$ cat src/zdc_regs.svh
`ifndef ZDC_REGS_SVH
`define ZDC_REGS_SVH

// ---------------------------------------------------------------
// Register offsets
// ---------------------------------------------------------------
`define ZDC_OFS_CTRL 8'h00
`define ZDC_OFS_ODIV 8'h04
`define ZDC_OFS_STAT 8'h08

// ---------------------------------------------------------------
// Control register fields and reset value
// ---------------------------------------------------------------
`define ZDC_CTRL_BPEN 0
`define ZDC_CTRL_PD_LO 1
`define ZDC_CTRL_PD_HI 2
`define ZDC_CTRL_PLLEN 3
`define ZDC_CTRL_FBSEL 4
`define ZDC_CTRL_MR 5
`define ZDC_CTRL_OE_LO 6
`define ZDC_CTRL_OE_HI 8
`define ZDC_CTRL_RST 9'h1c9
`define ZDC_ODIV_RST 8'h00

// ---------------------------------------------------------------
// Status register fields
// ---------------------------------------------------------------
`define ZDC_STAT_BPRX 0
`define ZDC_STAT_FB 1
`define ZDC_STAT_MAIN_LO 2
`define ZDC_STAT_MAIN_HI 9
`define ZDC_STAT_MR 10
`define ZDC_STAT_BYP 11

// ---------------------------------------------------------------
// Divide values
// ---------------------------------------------------------------
`define ZDC_PD_DIV1 4'h1
`define ZDC_PD_DIV4 4'h4
`define ZDC_PD_DIV5 4'h5
`define ZDC_PD_DIV8 4'h8
`define ZDC_OD_LO 4'h5
`define ZDC_OD_HI 4'h4
`define ZDC_FB_LO 4'h4
`define ZDC_FB_HI 4'h5

// ---------------------------------------------------------------
// Output group enable decoding
// ---------------------------------------------------------------
`define ZDC_OE_ALL 3'h7
`define ZDC_OE_GRP0 8'h07
`define ZDC_OE_GRP1 8'h38
`define ZDC_OE_GRP2 8'hc0

// ---------------------------------------------------------------
// Bus answers
// ---------------------------------------------------------------
`define ZDC_RESP_OKAY 2'h0
`define ZDC_RESP_SLVERR 2'h2

`endif

$ cat src/zdc_pkg.sv
package zdc_pkg;
  // Divide ratio of one counter stage
  typedef logic [3:0] zdc_div_t;
  // Reference predivider selection codes
  typedef enum logic [1:0] {
    ZDC_PD1,
    ZDC_PD4,
    ZDC_PD5,
    ZDC_PD8
  } zdc_pdsel_e;
endpackage

$ cat src/zdc_divider.sv
`timescale 1ns/100ps
`include "zdc_regs.svh"

// Tick-counting divider: one output tick per i_div input ticks
module zdc_divider (
  input wire logic i_ref_clk,               // System clock
  input wire logic i_srst,                  // Synchronous reset
  input wire logic i_clr,                   // Hold divider cleared
  input wire logic i_tick,                  // Source tick
  input wire zdc_pkg::zdc_div_t i_div,      // Divide ratio
  output logic o_tick,                      // Divided tick pulse
  output logic o_level,                     // Divided clock level
  output zdc_pkg::zdc_div_t o_cnt           // Current count
);

  zdc_pkg::zdc_div_t cnt_r;
  logic wrap;

  // ---------------------------------------------------------------
  // Counter
  // ---------------------------------------------------------------
  // Wrap on last count, or on the next tick if ratio shrank below count
  assign wrap = i_tick && (cnt_r >= (i_div - 4'h1));

  // Counter held at zero while cleared
  always_ff @(posedge i_ref_clk) begin
    if (i_srst || i_clr) begin
      cnt_r <= 4'h0;
    end else if (wrap) begin
      cnt_r <= 4'h0;
    end else if (i_tick) begin
      cnt_r <= cnt_r + 4'h1;
    end
  end

  // Tick pulse and toggling level
  always_ff @(posedge i_ref_clk) begin
    if (i_srst || i_clr) begin
      o_tick <= 1'b0;
      o_level <= 1'b0;
    end else begin
      o_tick <= wrap;
      if (wrap) begin
        o_level <= ~o_level;
      end
    end
  end

  assign o_cnt = cnt_r;

endmodule // zdc_divider

$ cat src/zdc_ctrl.sv
`timescale 1ns/100ps
`include "zdc_regs.svh"

// Summary of operation
// - Drive enable high: backplane pair driven with predivided reference clock.
// - Backplane frequency is reference divided by predivider 1, 4, 5 or 8.
// - Drive enable low: backplane driver high impedance, pair used as input.
// - Loop select picks bypass or enabled; enabled outputs are VCO over divider.
// - Bypass outputs are reference over predivider times output divider.
// - Feedback divider select low gives divide by 4, high divide by 5.
// - Master reset holds dividers cleared and true main outputs high impedance.
// - Master reset overrides the output group enable field.
// - Master reset low: dividers run, main outputs follow group enable field.
// - Three enable bits select switching pairs; default all pairs switch.
// - Feedback output pair toggles regardless of group enable field.
// - Undriven controls default to their pull-up or pull-down level.
// - Each main pair has its own output divider select.
module zdc_ctrl (
  input wire logic i_ref_clk,               // System clock, one reference period
  input wire logic i_srst,                  // Synchronous reset
  input wire logic i_vco_tick,              // One pulse per VCO period
  input wire logic i_bp_true,               // Backplane true pin, input side
  input wire logic i_bp_inv,                // Backplane inverted pin, input side
  output logic o_bp_true,                   // Backplane true pin, output side
  output logic o_bp_true_oe,                // Backplane true pin drive enable
  output logic o_bp_inv,                    // Backplane inverted pin, output side
  output logic o_bp_inv_oe,                 // Backplane inverted pin drive enable
  output logic [7:0] o_main_true,           // Main clock outputs, true
  output logic [7:0] o_main_true_oe,        // Main true drive enables
  output logic [7:0] o_main_inv,            // Main clock outputs, inverted
  output logic o_fb_true,                   // Feedback clock out, true
  output logic o_fb_inv,                    // Feedback clock out, inverted
  input wire logic [7:0] i_s_axi_awaddr,    // Write address
  input wire logic i_s_axi_awvalid,         // Write address valid
  output logic o_s_axi_awready,             // Write address ready
  input wire logic [31:0] i_s_axi_wdata,    // Write data
  input wire logic [3:0] i_s_axi_wstrb,     // Write byte strobes
  input wire logic i_s_axi_wvalid,          // Write data valid
  output logic o_s_axi_wready,              // Write data ready
  output logic [1:0] o_s_axi_bresp,         // Write response
  output logic o_s_axi_bvalid,              // Write response valid
  input wire logic i_s_axi_bready,          // Write response ready
  input wire logic [7:0] i_s_axi_araddr,    // Read address
  input wire logic i_s_axi_arvalid,         // Read address valid
  output logic o_s_axi_arready,             // Read address ready
  output logic [31:0] o_s_axi_rdata,        // Read data
  output logic [1:0] o_s_axi_rresp,         // Read response
  output logic o_s_axi_rvalid,              // Read data valid
  input wire logic i_s_axi_rready           // Read data ready
);

  // ---------------------------------------------------------------
  // Declarations
  // ---------------------------------------------------------------
  logic [8:0] ctrl_r;
  logic [7:0] odiv_r;
  logic aw_have_r;
  logic w_have_r;
  logic [7:0] aw_addr_r;
  logic [31:0] w_data_r;
  logic [3:0] w_strb_r;
  logic commit;
  logic [31:0] wmask;
  logic [31:0] ctrl_merged;
  logic [31:0] odiv_merged;
  logic [31:0] stat_word;
  logic ctrl_bpen;
  logic ctrl_pllen;
  logic ctrl_fbsel;
  logic ctrl_mr;
  logic [2:0] ctrl_oe;
  zdc_pkg::zdc_pdsel_e pd_sel;
  zdc_pkg::zdc_div_t pd_div;
  logic pd_tick;
  logic pd_level;
  logic src_tick_r;
  logic fb_level;
  zdc_pkg::zdc_div_t fb_cnt;
  logic [7:0] main_level;
  logic [7:0] grp_en;
  zdc_pkg::zdc_div_t main_cnt [7:0];

  // ---------------------------------------------------------------
  // Control field decode
  // ---------------------------------------------------------------
  assign ctrl_bpen = ctrl_r[`ZDC_CTRL_BPEN];
  assign ctrl_pllen = ctrl_r[`ZDC_CTRL_PLLEN];
  assign ctrl_fbsel = ctrl_r[`ZDC_CTRL_FBSEL];
  assign ctrl_mr = ctrl_r[`ZDC_CTRL_MR];
  assign ctrl_oe = ctrl_r[`ZDC_CTRL_OE_HI:`ZDC_CTRL_OE_LO];
  assign pd_sel = zdc_pkg::zdc_pdsel_e'(ctrl_r[`ZDC_CTRL_PD_HI:`ZDC_CTRL_PD_LO]);

  // ---------------------------------------------------------------
  // AXI4-Lite write path
  // ---------------------------------------------------------------
  // Write lands once both address and data are held
  assign commit = aw_have_r && w_have_r && !o_s_axi_bvalid;
  assign wmask = {{8{w_strb_r[3]}}, {8{w_strb_r[2]}}, {8{w_strb_r[1]}}, {8{w_strb_r[0]}}};
  assign ctrl_merged = ({23'h0, ctrl_r} & ~wmask) | (w_data_r & wmask);
  assign odiv_merged = ({24'h0, odiv_r} & ~wmask) | (w_data_r & wmask);

  // Write address capture
  always_ff @(posedge i_ref_clk) begin
    if (i_srst) begin
      o_s_axi_awready <= 1'b0;
      aw_have_r <= 1'b0;
      aw_addr_r <= 8'h00;
    end else if (i_s_axi_awvalid && o_s_axi_awready) begin
      o_s_axi_awready <= 1'b0;
      aw_have_r <= 1'b1;
      aw_addr_r <= i_s_axi_awaddr;
    end else if (commit) begin
      aw_have_r <= 1'b0;
    end else if (!aw_have_r && !o_s_axi_bvalid) begin
      o_s_axi_awready <= 1'b1;
    end
  end

  // Write data capture
  always_ff @(posedge i_ref_clk) begin
    if (i_srst) begin
      o_s_axi_wready <= 1'b0;
      w_have_r <= 1'b0;
      w_data_r <= 32'h0;
      w_strb_r <= 4'h0;
    end else if (i_s_axi_wvalid && o_s_axi_wready) begin
      o_s_axi_wready <= 1'b0;
      w_have_r <= 1'b1;
      w_data_r <= i_s_axi_wdata;
      w_strb_r <= i_s_axi_wstrb;
    end else if (commit) begin
      w_have_r <= 1'b0;
    end else if (!w_have_r && !o_s_axi_bvalid) begin
      o_s_axi_wready <= 1'b1;
    end
  end

  // Write response
  always_ff @(posedge i_ref_clk) begin
    if (i_srst) begin
      o_s_axi_bvalid <= 1'b0;
      o_s_axi_bresp <= `ZDC_RESP_OKAY;
    end else if (commit) begin
      o_s_axi_bvalid <= 1'b1;
      if (aw_addr_r == `ZDC_OFS_CTRL || aw_addr_r == `ZDC_OFS_ODIV ||
          aw_addr_r == `ZDC_OFS_STAT) begin
        o_s_axi_bresp <= `ZDC_RESP_OKAY;
      end else begin
        o_s_axi_bresp <= `ZDC_RESP_SLVERR;
      end
    end else if (o_s_axi_bready_taken()) begin
      o_s_axi_bvalid <= 1'b0;
    end
  end

  function automatic logic o_s_axi_bready_taken();
    return o_s_axi_bvalid && i_s_axi_bready;
  endfunction

  // ---------------------------------------------------------------
  // Control registers
  // ---------------------------------------------------------------
  // Reset values mirror the pin pull defaults
  always_ff @(posedge i_ref_clk) begin
    if (i_srst) begin
      ctrl_r <= `ZDC_CTRL_RST;
      odiv_r <= `ZDC_ODIV_RST;
    end else if (commit && aw_addr_r == `ZDC_OFS_CTRL) begin
      ctrl_r <= ctrl_merged[8:0];
    end else if (commit && aw_addr_r == `ZDC_OFS_ODIV) begin
      odiv_r <= odiv_merged[7:0];
    end
  end

  // ---------------------------------------------------------------
  // AXI4-Lite read path
  // ---------------------------------------------------------------
  // Status view of live block state
  always_comb begin
    stat_word = 32'h0;
    stat_word[`ZDC_STAT_BPRX] = !ctrl_bpen && i_bp_true && !i_bp_inv;
    stat_word[`ZDC_STAT_FB] = fb_level;
    stat_word[`ZDC_STAT_MAIN_HI:`ZDC_STAT_MAIN_LO] = main_level;
    stat_word[`ZDC_STAT_MR] = ctrl_mr;
    stat_word[`ZDC_STAT_BYP] = !ctrl_pllen;
  end

  // Read address and data
  always_ff @(posedge i_ref_clk) begin
    if (i_srst) begin
      o_s_axi_arready <= 1'b0;
      o_s_axi_rvalid <= 1'b0;
      o_s_axi_rdata <= 32'h0;
      o_s_axi_rresp <= `ZDC_RESP_OKAY;
    end else if (i_s_axi_arvalid && o_s_axi_arready) begin
      o_s_axi_arready <= 1'b0;
      o_s_axi_rvalid <= 1'b1;
      o_s_axi_rresp <= `ZDC_RESP_OKAY;
      case (i_s_axi_araddr)
        `ZDC_OFS_CTRL: o_s_axi_rdata <= {23'h0, ctrl_r};
        `ZDC_OFS_ODIV: o_s_axi_rdata <= {24'h0, odiv_r};
        `ZDC_OFS_STAT: o_s_axi_rdata <= stat_word;
        default: begin
          o_s_axi_rdata <= 32'h0;
          o_s_axi_rresp <= `ZDC_RESP_SLVERR;
        end
      endcase
    end else if (o_s_axi_rvalid && i_s_axi_rready) begin
      o_s_axi_rvalid <= 1'b0;
    end else if (!o_s_axi_rvalid) begin
      o_s_axi_arready <= 1'b1;
    end
  end

  // ---------------------------------------------------------------
  // Reference predivider and backplane pair
  // ---------------------------------------------------------------
  // Predivider ratio from its selection code
  always_comb begin
    case (pd_sel)
      zdc_pkg::ZDC_PD1: pd_div = `ZDC_PD_DIV1;
      zdc_pkg::ZDC_PD4: pd_div = `ZDC_PD_DIV4;
      zdc_pkg::ZDC_PD5: pd_div = `ZDC_PD_DIV5;
      zdc_pkg::ZDC_PD8: pd_div = `ZDC_PD_DIV8;
      default: pd_div = `ZDC_PD_DIV1;
    endcase
  end

  // Every reference period is one source tick
  zdc_divider u_prediv (
    .i_ref_clk(i_ref_clk),
    .i_srst(i_srst),
    .i_clr(ctrl_mr),
    .i_tick(1'b1),
    .i_div(pd_div),
    .o_tick(pd_tick),
    .o_level(pd_level),
    .o_cnt()
  );

  // Backplane driver, released to input when disabled
  always_ff @(posedge i_ref_clk) begin
    if (i_srst) begin
      o_bp_true <= 1'b0;
      o_bp_inv <= 1'b0;
      o_bp_true_oe <= 1'b0;
      o_bp_inv_oe <= 1'b0;
    end else begin
      o_bp_true <= pd_level;
      o_bp_inv <= ~pd_level;
      o_bp_true_oe <= ctrl_bpen;
      o_bp_inv_oe <= ctrl_bpen;
    end
  end

  // ---------------------------------------------------------------
  // Loop source selection
  // ---------------------------------------------------------------
  // VCO ticks when enabled, predivided reference in bypass
  always_ff @(posedge i_ref_clk) begin
    if (i_srst) begin
      src_tick_r <= 1'b0;
    end else begin
      src_tick_r <= ctrl_pllen ? i_vco_tick : pd_tick;
    end
  end

  // ---------------------------------------------------------------
  // Feedback output divider
  // ---------------------------------------------------------------
  zdc_divider u_fbdiv (
    .i_ref_clk(i_ref_clk),
    .i_srst(i_srst),
    .i_clr(ctrl_mr),
    .i_tick(src_tick_r),
    .i_div(ctrl_fbsel ? `ZDC_FB_HI : `ZDC_FB_LO),
    .o_tick(),
    .o_level(fb_level),
    .o_cnt(fb_cnt)
  );

  // Feedback pair ignores the group enables
  always_ff @(posedge i_ref_clk) begin
    if (i_srst) begin
      o_fb_true <= 1'b0;
      o_fb_inv <= 1'b0;
    end else begin
      o_fb_true <= fb_level;
      o_fb_inv <= ~fb_level;
    end
  end

  // ---------------------------------------------------------------
  // Main output dividers and enables
  // ---------------------------------------------------------------
  // Group enable decode, master reset wins
  assign grp_en = ctrl_mr ? 8'h00 :
                  (({8{ctrl_oe[0]}} & `ZDC_OE_GRP0) |
                   ({8{ctrl_oe[1]}} & `ZDC_OE_GRP1) |
                   ({8{ctrl_oe[2]}} & `ZDC_OE_GRP2));

  for (genvar k = 0; k < 8; k++) begin : g_main
    // Own divider per pair
    zdc_divider u_odiv (
      .i_ref_clk(i_ref_clk),
      .i_srst(i_srst),
      .i_clr(ctrl_mr),
      .i_tick(src_tick_r),
      .i_div(odiv_r[k] ? `ZDC_OD_HI : `ZDC_OD_LO),
      .o_tick(),
      .o_level(main_level[k]),
      .o_cnt(main_cnt[k])
    );

    // Pair drive, true side floats when disabled
    always_ff @(posedge i_ref_clk) begin
      if (i_srst) begin
        o_main_true[k] <= 1'b0;
        o_main_true_oe[k] <= 1'b0;
        o_main_inv[k] <= 1'b0;
      end else begin
        o_main_true[k] <= main_level[k];
        o_main_true_oe[k] <= grp_en[k];
        o_main_inv[k] <= grp_en[k] & ~main_level[k];
      end
    end

  end
endmodule // zdc_ctrl

$ cat config.mk
export PLATFORM = sky130hd
export DESIGN_NAME = zdc_ctrl
export DESIGN_NICKNAME = d
export VERILOG_FILES = /design/src/zdc_pkg.sv /design/src/zdc_divider.sv /design/src/zdc_ctrl.sv
export VERILOG_INCLUDE_DIRS = /design/src
export SDC_FILE = /design/constraint.sdc
export NUM_CORES = 1
export LEC_CHECK = 0
export BUFFER_PORTS_ARGS = -buffer_cell sky130_fd_sc_hd__buf_2
export CAP_MARGIN = 20
export CORE_UTILIZATION = 51
export DETAILED_ROUTE_END_ITERATION = 12
export HOLD_SLACK_MARGIN = 0.08
export PLACE_DENSITY = 0.74
export REMOVE_ABC_BUFFERS = 1
export SLEW_MARGIN = 10
export SYNTH_ARGS = -nofsm -noshare
export SYNTH_HDL_FRONTEND = slang
export SYNTH_HIERARCHICAL = 1
export SYNTH_SLANG_ARGS = --single-unit
$ cat constraint.sdc
create_clock -name i_ref_clk -period 2.27 [get_ports i_ref_clk]
set_input_delay 0.5675 -clock i_ref_clk [delete_from_list [all_inputs] [get_ports i_ref_clk]]
set_output_delay 0.5675 -clock i_ref_clk [all_outputs]
set_load 0.1 [all_outputs]
==> metrics.yaml <==
run_status:
  violations: "negative setup slack"
  status: "complete, but fails checks"
final_layout:
  multi_input_area_um2: 4240
  antenna_cells: 0
  area_growth_pct: 19.8
  layout-drive-gt1-share_pct: 18.9
  nets: 1059
  layoutNonFillerInstCount: 1123
  regArea_um2: 2670
  fin_util_pct: 63.4
  fill_cells: 1134
setup_path:
  reg2reg_to: "u_prediv/o_level"
  path_max_fanout: 7
  ff2ff_path_depth: 10
  critPathBufInv: 1
  cpLargestDelayFamily: "simple AND/OR/NAND/NOR gates"
  cp_data_arrival_time_ns: 2.64
  end_kind: "flip-flop"
  r2r_setup_slack_ns: -0.02
  required_ns: 2.62
  crit_chain: "inv_1 -> ha_1 -> or2_4 -> nor3_4 -> xnor2_2 -> ha_2 -> o21a_1 -> nor2_2 -> or4_4 -> a21oi_2"
  crit_type: "reg -> reg"
  startpoint_type: "flip-flop"
  cpPeakStageDelay_ns: 0.42
  crit_slowest_cell: "or4_4"
pwr:
  ir_worst_vdd_v: 0.000868
  p_leak_nw: 3.82
  powerDensity_nw_per_um2: 736
drt:
  finalWirelength_mm: 15.2
  first_iter_violations: 316
  wire_per_inst_um: 13.5
  first_pass_iters: 5
  ant_nets: 0
  via_count: 5843
  drc: 0
  viasPerCell: 5.20
cts:
  cts_root_buffer: "clkbuf_16"
  cts_buffers: 17
  clock_latency_ns: 0.42
  clkSinkCount: 133
  htree_levels: 4
  clk_transition_reported_paths_ns: 0.06
  cts_tree: "built"
  clk_path_buf_depth: 2
  postCtsHoldBufs: 0
global_route:
  grt_pass1_vias: 5432
  track_usage_pct: 22.4
  grt_overflow_total: 0
  antenna_found_initial: 0
  grt_max_degree: 31
  grt_pass1_wl_mm: 25.5
yosys:
  syn_area_um2: 7120
  syn_inst: 799
  syn_area_per_cell_um2: 8.91
  yosysWarningCount: 6
sta:
  fin_ws_ns: -0.0180
  period_minus_slack_ns: 2.29
  slew_violations: 0
  maxSlewHeadroom_pct: 52.7
  tns_ns: -0.0180
  finalSetupViolations: 1
  tightest_slew_ns: 0.707
  fmax_mhz: 437
  rsz0062_at_grt: "true"
  period_share_pct: 101
  hold_viol: 0
  finClkSkew_ns: 0.00804
floorplanning:
  ioPinCount: 133
  fp.dieW_um: 120
  dieHeight_um: 120
  coreArea_um2: 13500
  num_rows: 42
  dieArea_um2: 14400
  start_util_pct: 52.9
placed_design:
  place_congestion: 0.801
  dp_hpwl_mm: 10.8
  place.port_buffers: 85
  dp_cells: 1092
  post-place-ws_ns: -0.191
min_path:
  holdCritPathClass: "in -> reg"
  hold_depth: 3
  min-delay-start: "i_s_axi_wstrb[1]"
  whs_endpoint: "w_strb_r[1]"
run:
  cap_violations: 0
routing by layer:
layer / track usage, % / wire [um] / up-vias
met3: 5.32 / 687 / 12
met5: 0 / 0 / -
met1: 28.3 / 7070 / 2750
li1: - / - / 2950
met4: 6.88 / 141 / 0
met2: 37.4 / 7310 / 131
final cells by class:
type	count	area share (%)
clock buffer	19	5.08
clock inverter	13	2.13
inverter	59	2.63
multi-input combinational	622	49.8
sequential	133	31.3
tap	176	2.58
timing repair buffer	101	6.54
power breakdown:
part           internal (mW)  leakage [nW]  switching, mW  total [mW]
Combinational          0.237          2.43          0.712       0.949
Clock                   1.83         0.297           1.02        2.86
Sequential              2.41          1.08         0.0596        2.47
layout by cell type, fill, tap and decap left out, types with 10 or more instances in the layout:
cell type / n
a2111oi_4: 11
ha_1: 59
buf_4: 15
nor2b_1: 22
inv_1: 58
o22ai_1: 11
conb_1: 74
dfxtp_1: 131
nor2_1: 63
nand4_1: 12
o211ai_1: 20
mux2i_1: 22
nor3_1: 39
o31ai_1: 10
nand2_1: 78
xnor2_1: 19
xor2_1: 10
buf_2: 85
o21a_1: 10
a21oi_1: 70
or2_2: 11
clkbuf_16: 17
nand2b_4: 10
per-stage QoR:
| step | power, mW | instance area, um^2 | hold slack (ns) |
|---|---|---|---|
| final | 6.28 | 8530 | 0.386 |
| after global routing | 6.48 | 8530 | 0.381 |
| after CTS | 6.31 | 8500 | 0.373 |
| after detailed placement | 3.45 | 7850 | 0.447 |
| after global placement | 3.44 | 7850 | 0.443 |
| after floorplan | 3.25 | 7070 | 0.418 |
worst max path at each step:
stage	from	endpoint	slack [ns]	cells past startpoint
5_1_grt	flip-flop	u_prediv/o_level	-0.10	10
6_report	flip-flop	u_prediv/o_level	-0.02	10
3_5_place_dp	flip-flop	u_prediv/o_level	-0.19	10
3_3_place_gp	flip-flop	u_prediv/o_level	-0.1	10
2_1_floorplan	o_main_true_oe[0]	o_main_true_oe[0]	-0.49	0
4_1_cts	flip-flop	u_prediv/o_level	0.004	11
worst register-to-register path, stage by stage, from the launching register on:
cell and delay [ns]:
dfxtp_2 0.33, inv_1 0.05, ha_1 0.20, or2_4 0.28, nor3_4 0.22, xnor2_2 0.08
ha_2 0.31, o21a_1 0.12, nor2_2 0.07, or4_4 0.42, a21oi_2 0.14
repair_timing:
item / CTS / global route
setup endpoints to repair: 6 / 6
buffers inserted: 0 / 1
hold endpoints to repair: 0 / 0
pin swaps: 5 / 11
resized for setup: 8 / 8
No activity file was read; power rests on OpenSTA's default activity.
